`config.mk`:
```
export PLATFORM = sky130hd
export DESIGN_NAME = iom_image
export DESIGN_NICKNAME = d
export VERILOG_FILES = /design/src/iom_pkg.sv /design/src/iom_fifo.sv /design/src/iom_img_mem.sv /design/src/iom_image.sv
export VERILOG_INCLUDE_DIRS = /design/src
export SDC_FILE = /design/constraint.sdc
export NUM_CORES = 2
export LEC_CHECK = 0
export BUFFER_PORTS_ARGS = -buffer_cell sky130_fd_sc_hd__buf_2
export CORE_MARGIN = 1
export CORE_UTILIZATION = 40
export DETAILED_ROUTE_END_ITERATION = 10
export PLACE_DENSITY = 0.63
export SLEW_MARGIN = 15
export SYNTH_ARGS = -nofsm -noshare
export SYNTH_HDL_FRONTEND = slang
export SYNTH_SLANG_ARGS = --single-unit
```
`constraint.sdc`:
```
create_clock -name sys_clk -period 10.7 [get_ports sys_clk]
set_input_delay 0.535 -clock sys_clk [delete_from_list [all_inputs] [get_ports sys_clk]]
set_output_delay 0.535 -clock sys_clk [all_outputs]
set_load 0.01 [all_outputs]
```
`src/iom_regs.svh`:
```
// Offsets, field positions, reset values and timing counts of the process image block.
`ifndef IOM_REGS_SVH
`define IOM_REGS_SVH
`define IOM_NPORT 4
`define IOM_IMG_BYTES 64
`define IOM_STATUS_OFF 6'h00
`define IOM_DATA_LAST 7'h3f
`define IOM_OBJ_BASE 16'h6000
`define IOM_SUB_FIRST 8'h01
`define IOM_SUB_LAST 8'h3f
`define IOM_ST_ALARM 0
`define IOM_ST_PARAM 1
`define IOM_ST_SETUP 2
`define IOM_ST_RUN 6
`define IOM_ST_HEART 7
`define IOM_STATUS_RST 8'h00
`define IOM_Q_VALID 7
`define IOM_Q_FAULT 6
`define IOM_Q_PRESENT 5
`define IOM_QUAL_RST 8'h00
`define IOM_HB_MIN 14'd1
`define IOM_HB_MAX 14'd10000
`define IOM_HB_DEF 14'd100
`define IOM_CLK_HZ 200000000
`define IOM_TICK_US 100
`define IOM_US_PER_S 1000000
`define IOM_CYC_PER_TICK (`IOM_CLK_HZ / `IOM_US_PER_S * `IOM_TICK_US)
`define IOM_TICKS_PER_MS 4'd10
`define IOM_RETRIES 2'd2
`define IOM_RATE_COM1 2'd1
`define IOM_RATE_COM3 2'd3
`define IOM_FIFO_DEPTH 16
`endif

```
`src/iom_pkg.sv`:
```
// Types shared by the process image block and its helpers.
package iom_pkg;
  typedef enum logic [3:0] {
    st_off = 4'b0001,
    st_startup = 4'b0010,
    st_preop = 4'b0100,
    st_operate = 4'b1000
  } iom_link_state_t;

  typedef struct packed {
    logic attached;
    logic iol_mode;
    logic rate_valid;
    logic [1:0] rate_code;
    logic [7:0] cycle_time;
    logic id_valid;
    logic [31:0] id_value;
    logic dl_done;
    logic tel_ok;
    logic tel_fault;
    logic no_response;
    logic dev_fault;
  } iom_link_in_t;

  typedef struct packed {
    iom_link_state_t state;
    logic [1:0] rate;
    logic dl_req;
    logic cycle_tick;
    logic fault;
    logic abort;
  } iom_link_out_t;

  typedef struct packed {
    logic [5:0] offset;
    logic [5:0] length;
  } iom_map_t;

  typedef struct packed {
    logic [1:0] port;
    logic [4:0] idx;
    logic [7:0] data;
  } iom_in_byte_t;

  typedef struct packed {
    iom_link_out_t link;
    logic [7:0] cyc_cnt;
    logic [1:0] retry;
    logic rate_set;
    logic [7:0] qual_last;
  } iom_port_t;

  typedef struct packed {
    iom_port_t [3:0] port;
    logic [7:0] status;
    logic [31:0] tick_cnt;
    logic [3:0] tenth;
    logic [13:0] ms_cnt;
    logic [1:0] qual_sel;
    logic rd1_valid;
    logic rd1_err;
    logic rd1_status;
    logic rd_valid;
    logic rd_err;
    logic [7:0] rd_data;
  } iom_top_state_t;
endpackage : iom_pkg

```
`src/iom_fifo.sv`:
```
// Valid/ready FIFO for port input bytes on their way into the image.
module iom_fifo #(
  parameter int WIDTH = 15,
  parameter int DEPTH = 16
) (
  // Clock and reset.
  input wire logic sys_clk,
  input wire logic reset,
  // Filling side.
  input wire logic in_valid,
  output logic in_ready,
  input wire logic [WIDTH-1:0] in_data,
  // Draining side.
  output logic out_valid,
  input wire logic out_ready,
  output logic [WIDTH-1:0] out_data
);
  localparam int AW = $clog2(DEPTH);
  logic [WIDTH-1:0] mem [DEPTH];
  logic [AW:0] wr_reg, wr_next, rd_reg, rd_next, cnt;
  logic full_reg, full_next, empty_reg, empty_next;
  logic push, pop;

  assign push = in_valid && !full_reg;
  assign pop = out_ready && !empty_reg;
  assign in_ready = !full_reg;
  assign out_valid = !empty_reg;
  assign out_data = mem[rd_reg[AW-1:0]];

  always_comb begin
    wr_next = push ? wr_reg + 1'b1 : wr_reg;
    rd_next = pop ? rd_reg + 1'b1 : rd_reg;
    cnt = wr_next - rd_next;
    full_next = (cnt == (AW + 1)'(DEPTH));
    empty_next = (cnt == '0);
  end

  always_ff @(posedge sys_clk) begin
    if (push) begin
      mem[wr_reg[AW-1:0]] <= in_data;
    end
    if (reset) begin
      wr_reg <= '0;
      rd_reg <= '0;
      full_reg <= 1'b0;
      empty_reg <= 1'b1;
    end else begin
      wr_reg <= wr_next;
      rd_reg <= rd_next;
      full_reg <= full_next;
      empty_reg <= empty_next;
    end
  end
endmodule : iom_fifo

```
`src/iom_img_mem.sv`:
```
// Byte store of the input image with a registered read port.
module iom_img_mem (
  // Clock.
  input wire logic sys_clk,
  // Write port.
  input wire logic wr_en,
  input wire logic [5:0] wr_addr,
  input wire logic [7:0] wr_data,
  // Read port, data one cycle after the address.
  input wire logic [5:0] rd_addr,
  output logic [7:0] rd_data_reg
);
  // Contents are not cleared by reset; unmapped bytes read whatever was last stored.
  logic [7:0] mem [64];

  always_ff @(posedge sys_clk) begin
    if (wr_en) begin
      mem[wr_addr] <= wr_data;
    end
    rd_data_reg <= mem[rd_addr];
  end
endmodule : iom_img_mem

```
`src/iom_image.sv`:
```
// Port link sequencing, heartbeat and 64-byte input image of the master.
`include "iom_regs.svh"

module iom_image
  import iom_pkg::*;
#(
  parameter int CYC_PER_TICK = `IOM_CYC_PER_TICK
) (
  // Clock and reset.
  input wire logic sys_clk,
  input wire logic reset,
  // Link side, one entry per port.
  input wire iom_link_in_t [`IOM_NPORT-1:0] link_in,
  input wire logic [`IOM_NPORT-1:0][31:0] cfg_id,
  output iom_link_out_t [`IOM_NPORT-1:0] link_out,
  // Port input bytes from the links.
  input wire logic in_valid,
  output logic in_ready,
  input wire iom_in_byte_t in_byte,
  // Master configuration.
  input wire iom_map_t [`IOM_NPORT-1:0] in_map,
  input wire logic qualifier_append_option,
  input wire logic [13:0] heartbeat_interval_ms,
  // Firmware condition.
  input wire logic fw_init_done,
  input wire logic bootloader_mode,
  input wire logic internal_alarm_flag,
  input wire logic parameter_fault_flag,
  input wire logic setup_fault_in,
  // Head module read port.
  input wire logic rd_req,
  input wire logic rd_by_object,
  input wire logic [5:0] rd_addr,
  input wire logic [15:0] rd_index,
  input wire logic [7:0] rd_subindex,
  input wire logic [7:0] slot,
  output logic rd_valid,
  output logic rd_err,
  output logic [7:0] rd_data,
  // Status byte as a level.
  output logic [7:0] master_status_byte
);
  iom_top_state_t s_reg, s_next;
  iom_in_byte_t fifo_data;
  logic fifo_valid, fifo_ready;
  logic mem_we;
  logic [5:0] mem_waddr, mem_raddr;
  logic [7:0] mem_wdata, mem_rdata;
  logic [13:0] hb_interval;
  logic [7:0] qual;
  logic [6:0] qaddr, daddr;
  logic qual_write, rd_ok, any_fault, tick100;
  iom_map_t m;

  iom_fifo #(.WIDTH($bits(iom_in_byte_t)), .DEPTH(`IOM_FIFO_DEPTH)) u_fifo (
    .sys_clk(sys_clk),
    .reset(reset),
    .in_valid(in_valid),
    .in_ready(in_ready),
    .in_data(in_byte),
    .out_valid(fifo_valid),
    .out_ready(fifo_ready),
    .out_data(fifo_data)
  );

  iom_img_mem u_mem (
    .sys_clk(sys_clk),
    .wr_en(mem_we),
    .wr_addr(mem_waddr),
    .wr_data(mem_wdata),
    .rd_addr(mem_raddr),
    .rd_data_reg(mem_rdata)
  );

  // Out-of-range intervals are clamped rather than refused.
  always_comb begin
    if (heartbeat_interval_ms < `IOM_HB_MIN) begin
      hb_interval = `IOM_HB_MIN;
    end else if (heartbeat_interval_ms > `IOM_HB_MAX) begin
      hb_interval = `IOM_HB_MAX;
    end else begin
      hb_interval = heartbeat_interval_ms;
    end
  end

  // Image write arbitration and read address decode.
  always_comb begin
    m = in_map[s_reg.qual_sel];
    qual = `IOM_QUAL_RST;
    qual[`IOM_Q_VALID] = (s_reg.port[s_reg.qual_sel].link.state == st_operate);
    qual[`IOM_Q_FAULT] = link_in[s_reg.qual_sel].dev_fault;
    qual[`IOM_Q_PRESENT] = (s_reg.port[s_reg.qual_sel].link.state == st_operate)
        || (s_reg.port[s_reg.qual_sel].link.state == st_preop);
    qaddr = {1'b0, m.offset} + {1'b0, m.length};
    // A changed qualifier takes the write port and holds the FIFO for that cycle.
    qual_write = qualifier_append_option && link_in[s_reg.qual_sel].iol_mode
        && (qual != s_reg.port[s_reg.qual_sel].qual_last)
        && (m.offset != `IOM_STATUS_OFF) && (qaddr <= `IOM_DATA_LAST);
    daddr = {1'b0, in_map[fifo_data.port].offset} + {2'b00, fifo_data.idx};
    fifo_ready = !qual_write;
    mem_we = 1'b0;
    mem_waddr = qaddr[5:0];
    mem_wdata = qual;
    if (qual_write) begin
      mem_we = 1'b1;
    end else if (fifo_valid && s_reg.port[fifo_data.port].link.state == st_operate
        && ({1'b0, fifo_data.idx} < in_map[fifo_data.port].length)
        && (in_map[fifo_data.port].offset != `IOM_STATUS_OFF)
        && (daddr <= `IOM_DATA_LAST)) begin
      mem_we = 1'b1;
      mem_waddr = daddr[5:0];
      mem_wdata = fifo_data.data;
    end
    if (rd_by_object) begin
      rd_ok = (rd_index == 16'(`IOM_OBJ_BASE + {8'h00, slot}))
          && (rd_subindex >= `IOM_SUB_FIRST) && (rd_subindex <= `IOM_SUB_LAST);
      mem_raddr = rd_subindex[5:0] - 6'h01;
    end else begin
      rd_ok = 1'b1;
      mem_raddr = rd_addr;
    end
  end

  // Next state of ports, heartbeat, status and read pipeline.
  always_comb begin
    s_next = s_reg;
    any_fault = 1'b0;
    tick100 = (s_reg.tick_cnt == 32'(CYC_PER_TICK - 1));
    s_next.tick_cnt = tick100 ? 32'h0 : s_reg.tick_cnt + 32'h1;
    if (tick100) begin
      s_next.tenth = s_reg.tenth + 4'h1;
      if (s_reg.tenth == `IOM_TICKS_PER_MS - 4'h1) begin
        s_next.tenth = 4'h0;
        if (s_reg.ms_cnt + 14'h1 >= hb_interval) begin
          s_next.ms_cnt = 14'h0;
          s_next.status[`IOM_ST_HEART] = !s_reg.status[`IOM_ST_HEART];
        end else begin
          s_next.ms_cnt = s_reg.ms_cnt + 14'h1;
        end
      end
    end
    for (int i = 0; i < `IOM_NPORT; i++) begin
      s_next.port[i].link.cycle_tick = 1'b0;
      s_next.port[i].link.abort = 1'b0;
      s_next.port[i].link.dl_req = 1'b0;
      if (!(link_in[i].attached && link_in[i].iol_mode)) begin
        s_next.port[i].link.state = st_off;
        s_next.port[i].link.fault = 1'b0;
        s_next.port[i].rate_set = 1'b0;
      end else begin
        case (s_reg.port[i].link.state)
          st_off: begin
            s_next.port[i].link.state = st_startup;
            s_next.port[i].rate_set = 1'b0;
            s_next.port[i].retry = 2'd0;
          end
          st_startup: begin
            if (link_in[i].no_response) begin
              s_next.port[i].link.fault = 1'b1;
            end
            if (!s_reg.port[i].rate_set) begin
              if (link_in[i].rate_valid) begin
                if (link_in[i].rate_code >= `IOM_RATE_COM1
                    && link_in[i].rate_code <= `IOM_RATE_COM3) begin
                  s_next.port[i].rate_set = 1'b1;
                  s_next.port[i].link.rate = link_in[i].rate_code;
                  s_next.port[i].cyc_cnt = 8'h0;
                end else begin
                  s_next.port[i].link.fault = 1'b1;
                end
              end
            end else if (link_in[i].id_valid) begin
              if (link_in[i].id_value == cfg_id[i]) begin
                s_next.port[i].link.state = st_preop;
                s_next.port[i].link.fault = 1'b0;
                s_next.port[i].link.dl_req = 1'b1;
              end else begin
                s_next.port[i].link.fault = 1'b1;
              end
            end
          end
          st_preop: begin
            s_next.port[i].link.dl_req = 1'b1;
            if (link_in[i].dl_done) begin
              s_next.port[i].link.dl_req = 1'b0;
              s_next.port[i].link.state = st_operate;
              s_next.port[i].retry = 2'd0;
              s_next.port[i].cyc_cnt = 8'h0;
            end
          end
          st_operate: begin
            // A zero cycle time is treated as one tick.
            if (tick100) begin
              if (s_reg.port[i].cyc_cnt + 8'h1 >= link_in[i].cycle_time) begin
                s_next.port[i].cyc_cnt = 8'h0;
                s_next.port[i].link.cycle_tick = 1'b1;
              end else begin
                s_next.port[i].cyc_cnt = s_reg.port[i].cyc_cnt + 8'h1;
              end
            end
            if (link_in[i].tel_fault) begin
              if (s_reg.port[i].retry == `IOM_RETRIES) begin
                s_next.port[i].link.abort = 1'b1;
                s_next.port[i].link.fault = 1'b1;
                s_next.port[i].link.state = st_startup;
                s_next.port[i].rate_set = 1'b0;
                s_next.port[i].retry = 2'd0;
              end else begin
                s_next.port[i].retry = s_reg.port[i].retry + 2'd1;
              end
            end else if (link_in[i].tel_ok) begin
              s_next.port[i].retry = 2'd0;
            end
          end
          default: begin
            s_next.port[i].link.state = st_off;
          end
        endcase
      end
      any_fault = any_fault || s_reg.port[i].link.fault;
    end
    if (qual_write) begin
      s_next.port[s_reg.qual_sel].qual_last = qual;
    end
    s_next.qual_sel = s_reg.qual_sel + 2'd1;
    s_next.status[`IOM_ST_ALARM] = internal_alarm_flag;
    s_next.status[`IOM_ST_PARAM] = parameter_fault_flag;
    s_next.status[`IOM_ST_SETUP] = setup_fault_in || any_fault;
    s_next.status[`IOM_ST_RUN] = fw_init_done && !bootloader_mode;
    s_next.status[5:3] = 3'b000;
    s_next.rd1_valid = rd_req;
    s_next.rd1_err = !rd_ok;
    s_next.rd1_status = (mem_raddr == `IOM_STATUS_OFF);
    s_next.rd_valid = s_reg.rd1_valid;
    s_next.rd_err = s_reg.rd1_valid && s_reg.rd1_err;
    if (s_reg.rd1_valid && !s_reg.rd1_err) begin
      s_next.rd_data = s_reg.rd1_status ? s_reg.status : mem_rdata;
    end else begin
      s_next.rd_data = 8'h00;
    end
  end

  always_ff @(posedge sys_clk) begin
    if (reset) begin
      s_reg <= '0;
      for (int i = 0; i < `IOM_NPORT; i++) begin
        s_reg.port[i].link.state <= st_off;
      end
      s_reg.status <= `IOM_STATUS_RST;
    end else begin
      s_reg <= s_next;
    end
  end

  assign link_out = {s_reg.port[3].link, s_reg.port[2].link,
                     s_reg.port[1].link, s_reg.port[0].link};
  assign rd_valid = s_reg.rd_valid;
  assign rd_err = s_reg.rd_err;
  assign rd_data = s_reg.rd_data;
  assign master_status_byte = s_reg.status;
endmodule : iom_image

```
* After elaboration in Yosys (flattened, before gate mapping) *
Memory sizes are Yosys's and may differ from the RTL's. A register that Yosys moved wholly into a read port is not among the register bits.
Index checks and enable logic that the tools add are counted.

word-level totals
  register bits after elaboration = 201
  bits in writable memories = 752
  input port bits = 458
  output and inout port bits = 59
  word-level logic and storage cells = 416
  memories = 2

cells by class
  add/subtract/negate cells = 19
  magnitude comparators = 23
  eq/ne operators = 32
  multiplexer cells = 238
  bitwise gates (word level) = 1
  reductions and logical operators = 44

memory list
  memory      words  bits a word  read ports  clocked after memory_dff  write ports  line               text
  u_mem.mem   64     8            1           1                         1            iom_img_mem.sv:14  logic [7:0] mem [64];
  u_fifo.mem  16     15           1           1                         1            iom_fifo.sv:19     logic [WIDTH-1:0] mem [DEPTH];

operator list
  operator                                                                  count
  8-bit 2-to-1 mux                                                          24
  4-bit 2-to-1 mux                                                          33
  32-bit equality test                                                      4
  29-bit binary-select mux with 2-bit select                                2
  116-bit bitwise mux                                                       1
  116-bit 2-to-1 mux                                                        1
  51-bit binary-select mux with 2-bit select                                1
  8-bit one-hot mux with 3 select lines                                     4
  1-bit 2-to-1 mux                                                          91
  2-bit 2-to-1 mux                                                          36
  4-bit one-hot mux with 4 select lines                                     4
  29-bit demux with 2-bit select                                            1
  29-bit 2-to-1 mux                                                         2
  50-bit 2-to-1 mux                                                         1
  12-bit binary-select mux with 2-bit select                                2
  11-bit 2-to-1 mux                                                         4
  14-bit 2-to-1 mux                                                         3
  10-bit 2-to-1 mux                                                         4
  32-bit by 1-bit adder with 32-bit output (second input constant)          1
  8-bit by 1-bit adder with 8-bit output (second input constant)            4
  32-bit by 15-bit equality test with 1-bit output (second input constant)  1
  8-bit greater-or-equal comparator                                         4
  4-bit equality test (second input constant)                               7
  1-bit logical AND                                                         24
  42 further kinds                                                          98

* Longest topological paths before layout *
  depth after elaboration = 13
  depth in mapped cells = 22
  gate-level depth less buffers = 20

* By module *
From an unflattened synthesis, not the netlist that was laid out.

unflattened totals
  cells, all modules = 3,056
  area, all modules = 43,491.7 µm²

by module, submodules not included
  module       times used  cells an instance  area each (µm²)  sequential area each (µm²)
  iom_img_mem  1           972                20,190.6         15,534.9
  iom_image    1           1,603              13,339.0         3,723.6
  iom_fifo     1           481                9,962.1          7,447.1

* Least setup slack after synthesis *
No wires, ideal clock.

  path type = flip-flop to flip-flop
  start = reg u_fifo.rd_reg[0] (netlist name)
  end = mem u_mem.mem[0][1] (data pin)
  setup time = 0.711 ns
  arrival time = 7.319 ns
  data required time = 9.989 ns
  setup slack = 2.670 ns
  cell stages (with the launch flop) = 19
  path buffers = 7
  period minus slack after synthesis = 8.030 ns
  cell sequence = dfxtp_1 -> buf_6 -> buf_2 -> buf_1 -> buf_1 -> clkbuf_1 -> mux2i_1 -> a221oi_1 -> a22oi_1 -> nand2_1 -> fa_1 -> nand3_1 -> nand2_1 -> a21o_1 -> a2111o_1 -> nor3_4 -> buf_6 -> buf_6 -> nor3b_1

RTL lines
  element           line
  end: declaration  iom_img_mem.sv:14

==> impl_metrics.py <==
metrics = {
    "status": {
        "outcome": "finished, final reports clean",
    },
    "critical_path": {
        "path_class": "flop to flop",
        "cp_slowest_stage_delay_ps": 990,
        "crit_chain": "mux4_2, mux2_2, a221o_1, mux4_2, ha_1, fa_1, nand3_1, nand2_1, a21o_1, a2111o_1, nor3_4, buf_4, mux2i_1, nor2_1",
        "crit_fanout": 39,
        "crit_required_ps": 11000,
        "worstRegToRegCells": 14,
        "rr_startpoint": "u_fifo.rd_reg[0]",
        "cp_common_cell": "mux4_2",
        "path_delay_family": "multiplexers",
        "crit_buf_inv": 1,
        "worstReg2RegEnd": "u_mem.mem[12][1]",
        "slowest_stage": "mux2i_1",
        "start_kind": "flop",
        "r2r_slack_ps": 3740,
        "critPathCaptureType": "flop",
        "worst_ep_arrival_time_ps": 7260,
    },
    "place": {
        "placedCellCount": 5441,
        "dpl_cell_area_um2": 47700,
        "place_congestion": 0.946,
        "dp_slack_ps": 3800,
        "place.port_buffers": 513,
        "dpl.hpwl_mm": 88.9,
    },
    "timing": {
        "whs_ps": 85.8,
        "timing.final.crit_period_ps": 6960,
        "finalCritPeriodShare": 0.650,
        "worst_pin_slew_ps": 1340,
        "rsz0062_at_grt": "false",
        "setup_tns_ps": 0,
        "fmax_mhz": 144,
        "finalMaxSlewViolations": 0,
        "fin_worst_skew_ps": 36.8,
        "setup_viol": 0,
        "finalHoldViolations": 0,
        "worst_slack_ps": 3740,
        "relSlewSlack": 0.110,
    },
    "cells_and_area": {
        "fin_util": 0.469,
        "finalNonFillerCells": 5636,
        "mostFrequentLayoutCell": "edfxtp_1",
        "stdcell_area_um2": 51000,
        "layout-drive-gt1-share": 0.196,
        "syn_to_final_growth_pct": 16.1,
        "final_nets": 4673,
        "mostFrequentLayoutCells": "752 x edfxtp_1, 578 x nand2_1, 512 x buf_2",
        "largest_reg_flops": 512,
    },
    "power": {
        "p_total_mw": 9.34,
        "ir_worst_vdd_mv": 0.164,
        "p_leak_nw": 18.9,
        "power_density_nw_per_um2": 183,
    },
    "clock_network": {
        "cts_tree": "yes",
        "root_buffer": "clkbuf_16",
        "cts_buffers": 99,
        "insertion_delay_ps": 690,
        "cts.reportedPaths.clkPinSlew_ps": 60,
        "cts_resized": 0,
        "cts_sinks": 958,
        "clockBufferDepth": 3,
        "cts_setup_buffers": 0,
        "ctsHtreeMaxLevel": 3,
    },
    "drt": {
        "vias_per_cell": 5.45,
        "finalWirelength_mm": 128,
        "vias": 30700,
        "drt-initial-drc-count": 2855,
        "postRouteAntennaNets": 0,
        "drt_pass1_iterations": 5,
        "routedWlPerCell_um": 22.7,
        "drc": 0,
    },
    "floorplan": {
        "dieWidth_um": 333,
        "die_y_um": 333,
        "die_area_um2": 111000,
        "core_um2": 109000,
        "num_rows": 121,
        "initial_utilization": 0.404,
        "ios": 517,
    },
    "hold_path": {
        "min_from": "parameter_fault_flag",
        "hp-class": "primary input to flop",
        "min_delay_path_depth": 2,
        "worstHoldEndpoint": "master_status_byte[1]",
    },
    "synth": {
        "synth_enable_flop_cells": 752,
        "synth_area_um2": 43900,
        "syn_area_per_cell_um2": 11.9,
        "synth_ff_type": "edfxtp_1",
        "synth_cell_type_count": 66,
        "synth-seq-cells": 958,
        "synth.yosys.warnings": 0,
        "synthCells": 3697,
        "async_flop_share": 0,
        "synth-seq-area-share": 0.608,
    },
    "global_routing": {
        "grt_pass1_vias": 29200,
        "antenna_found_initial": 28,
        "grt_max_degree": 185,
        "grt_pass1_wl_mm": 187,
        "overflow": 0,
        "track_usage": 0.225,
    },
    "run": {
        "max_cap_violations": 0,
    },
}
[power by group]
group          total, mW  switching [mW]  leakage, nW  internal [mW]
Sequential          4.13          0.0704         8.57           4.06
Clock               3.49            1.45         1.59           2.04
Combinational       1.72            1.06         8.75          0.657
[per-layer routing]
metal  global-route usage  routed length, um  vias up
met4               0.0611               3250        6
met3               0.0578              11500      199
met2                0.337              55600     1119
met5                    0                 31        -
met1                0.321              57300    15000
li1                     -                  -    14400
[how the worst max path moves through the flow]
stage,startpoint,endpoint,depth (start not counted)
3_5_place_dp,u_fifo.rd_reg[0],u_mem.mem[14][2],14
4_1_cts,u_fifo.rd_reg[0],u_mem.mem[14][2],14
2_1_floorplan,u_fifo.rd_reg[0],u_mem.mem[0][1],18
5_1_grt,u_fifo.rd_reg[0],u_mem.mem[14][2],14
3_3_place_gp,u_fifo.rd_reg[0],u_mem.mem[8][0],14
6_report,u_fifo.rd_reg[0],u_mem.mem[12][1],14
[timing repair]
item,in CTS,in global routing
setup endpoints to repair,0,0
hold endpoints to repair,1,0
hold buffers,1,0
[synth_stat cells (7+ instances only)]
cell type,instances,share of area
nor3_1,50,0.0057
nor4_1,48,0.0068
nand4_1,27,0.0038
buf_1,17,0.0015
a22oi_1,14,0.0024
nand2_1,578,0.049
and2_0,12,0.0017
or4_1,7,0.0012
dfxtp_1,206,0.094
nor2_1,340,0.029
or2_2,19,0.0027
mux2i_1,75,0.017
o21ai_0,44,0.0050
o22ai_1,7,0.0010
xnor2_1,61,0.012
nand3b_1,11,0.0019
a31oi_1,67,0.0095
xor2_1,181,0.036
inv_1,59,0.0050
edfxtp_1,752,0.51
a211oi_1,122,0.021
clkbuf_1,148,0.013
and2_1,102,0.015
mux4_2,75,0.038
buf_4,58,0.0099
a311oi_1,66,0.013
ha_1,83,0.024
and3_1,20,0.0028
or3_1,12,0.0017
a221oi_1,17,0.0034
nor3b_1,14,0.0024
a22o_1,8,0.0016
nor2b_1,33,0.0047
a21oi_1,166,0.019
a21o_1,32,0.0055
nand3_1,54,0.0061
nand2b_1,43,0.0061
a32oi_1,10,0.0020
[kinds of logic after synthesis]
| kind of cell | synth area share |
|---|---|
| AOI/OAI and AO/OA | 0.0895 |
| DFF | 0.608 |
| and+or+nand+nor | 0.143 |
| other | 0.0000853 |
| adders and majority gates | 0.0245 |
| buffers and inverters | 0.0305 |
| xor gates and xnor gates | 0.0482 |
| muxes | 0.0568 |
[area by class of cell]
| class | count | area (um^2) |
|---|---|---|
| Fill cell | 9767 | 57900 |
| Sequential cell | 958 | 26700 |
| Clock inverter | 51 | 546 |
| Multi-Input combinational cell | 2450 | 16000 |
| Tap cell | 1414 | 1770 |
| Inverter | 60 | 225 |
| Timing Repair Buffer | 561 | 2960 |
| Antenna cell | 8 | 20.0 |
| Clock buffer | 134 | 2740 |
No activity file was read; power rests on OpenSTA's default activity.
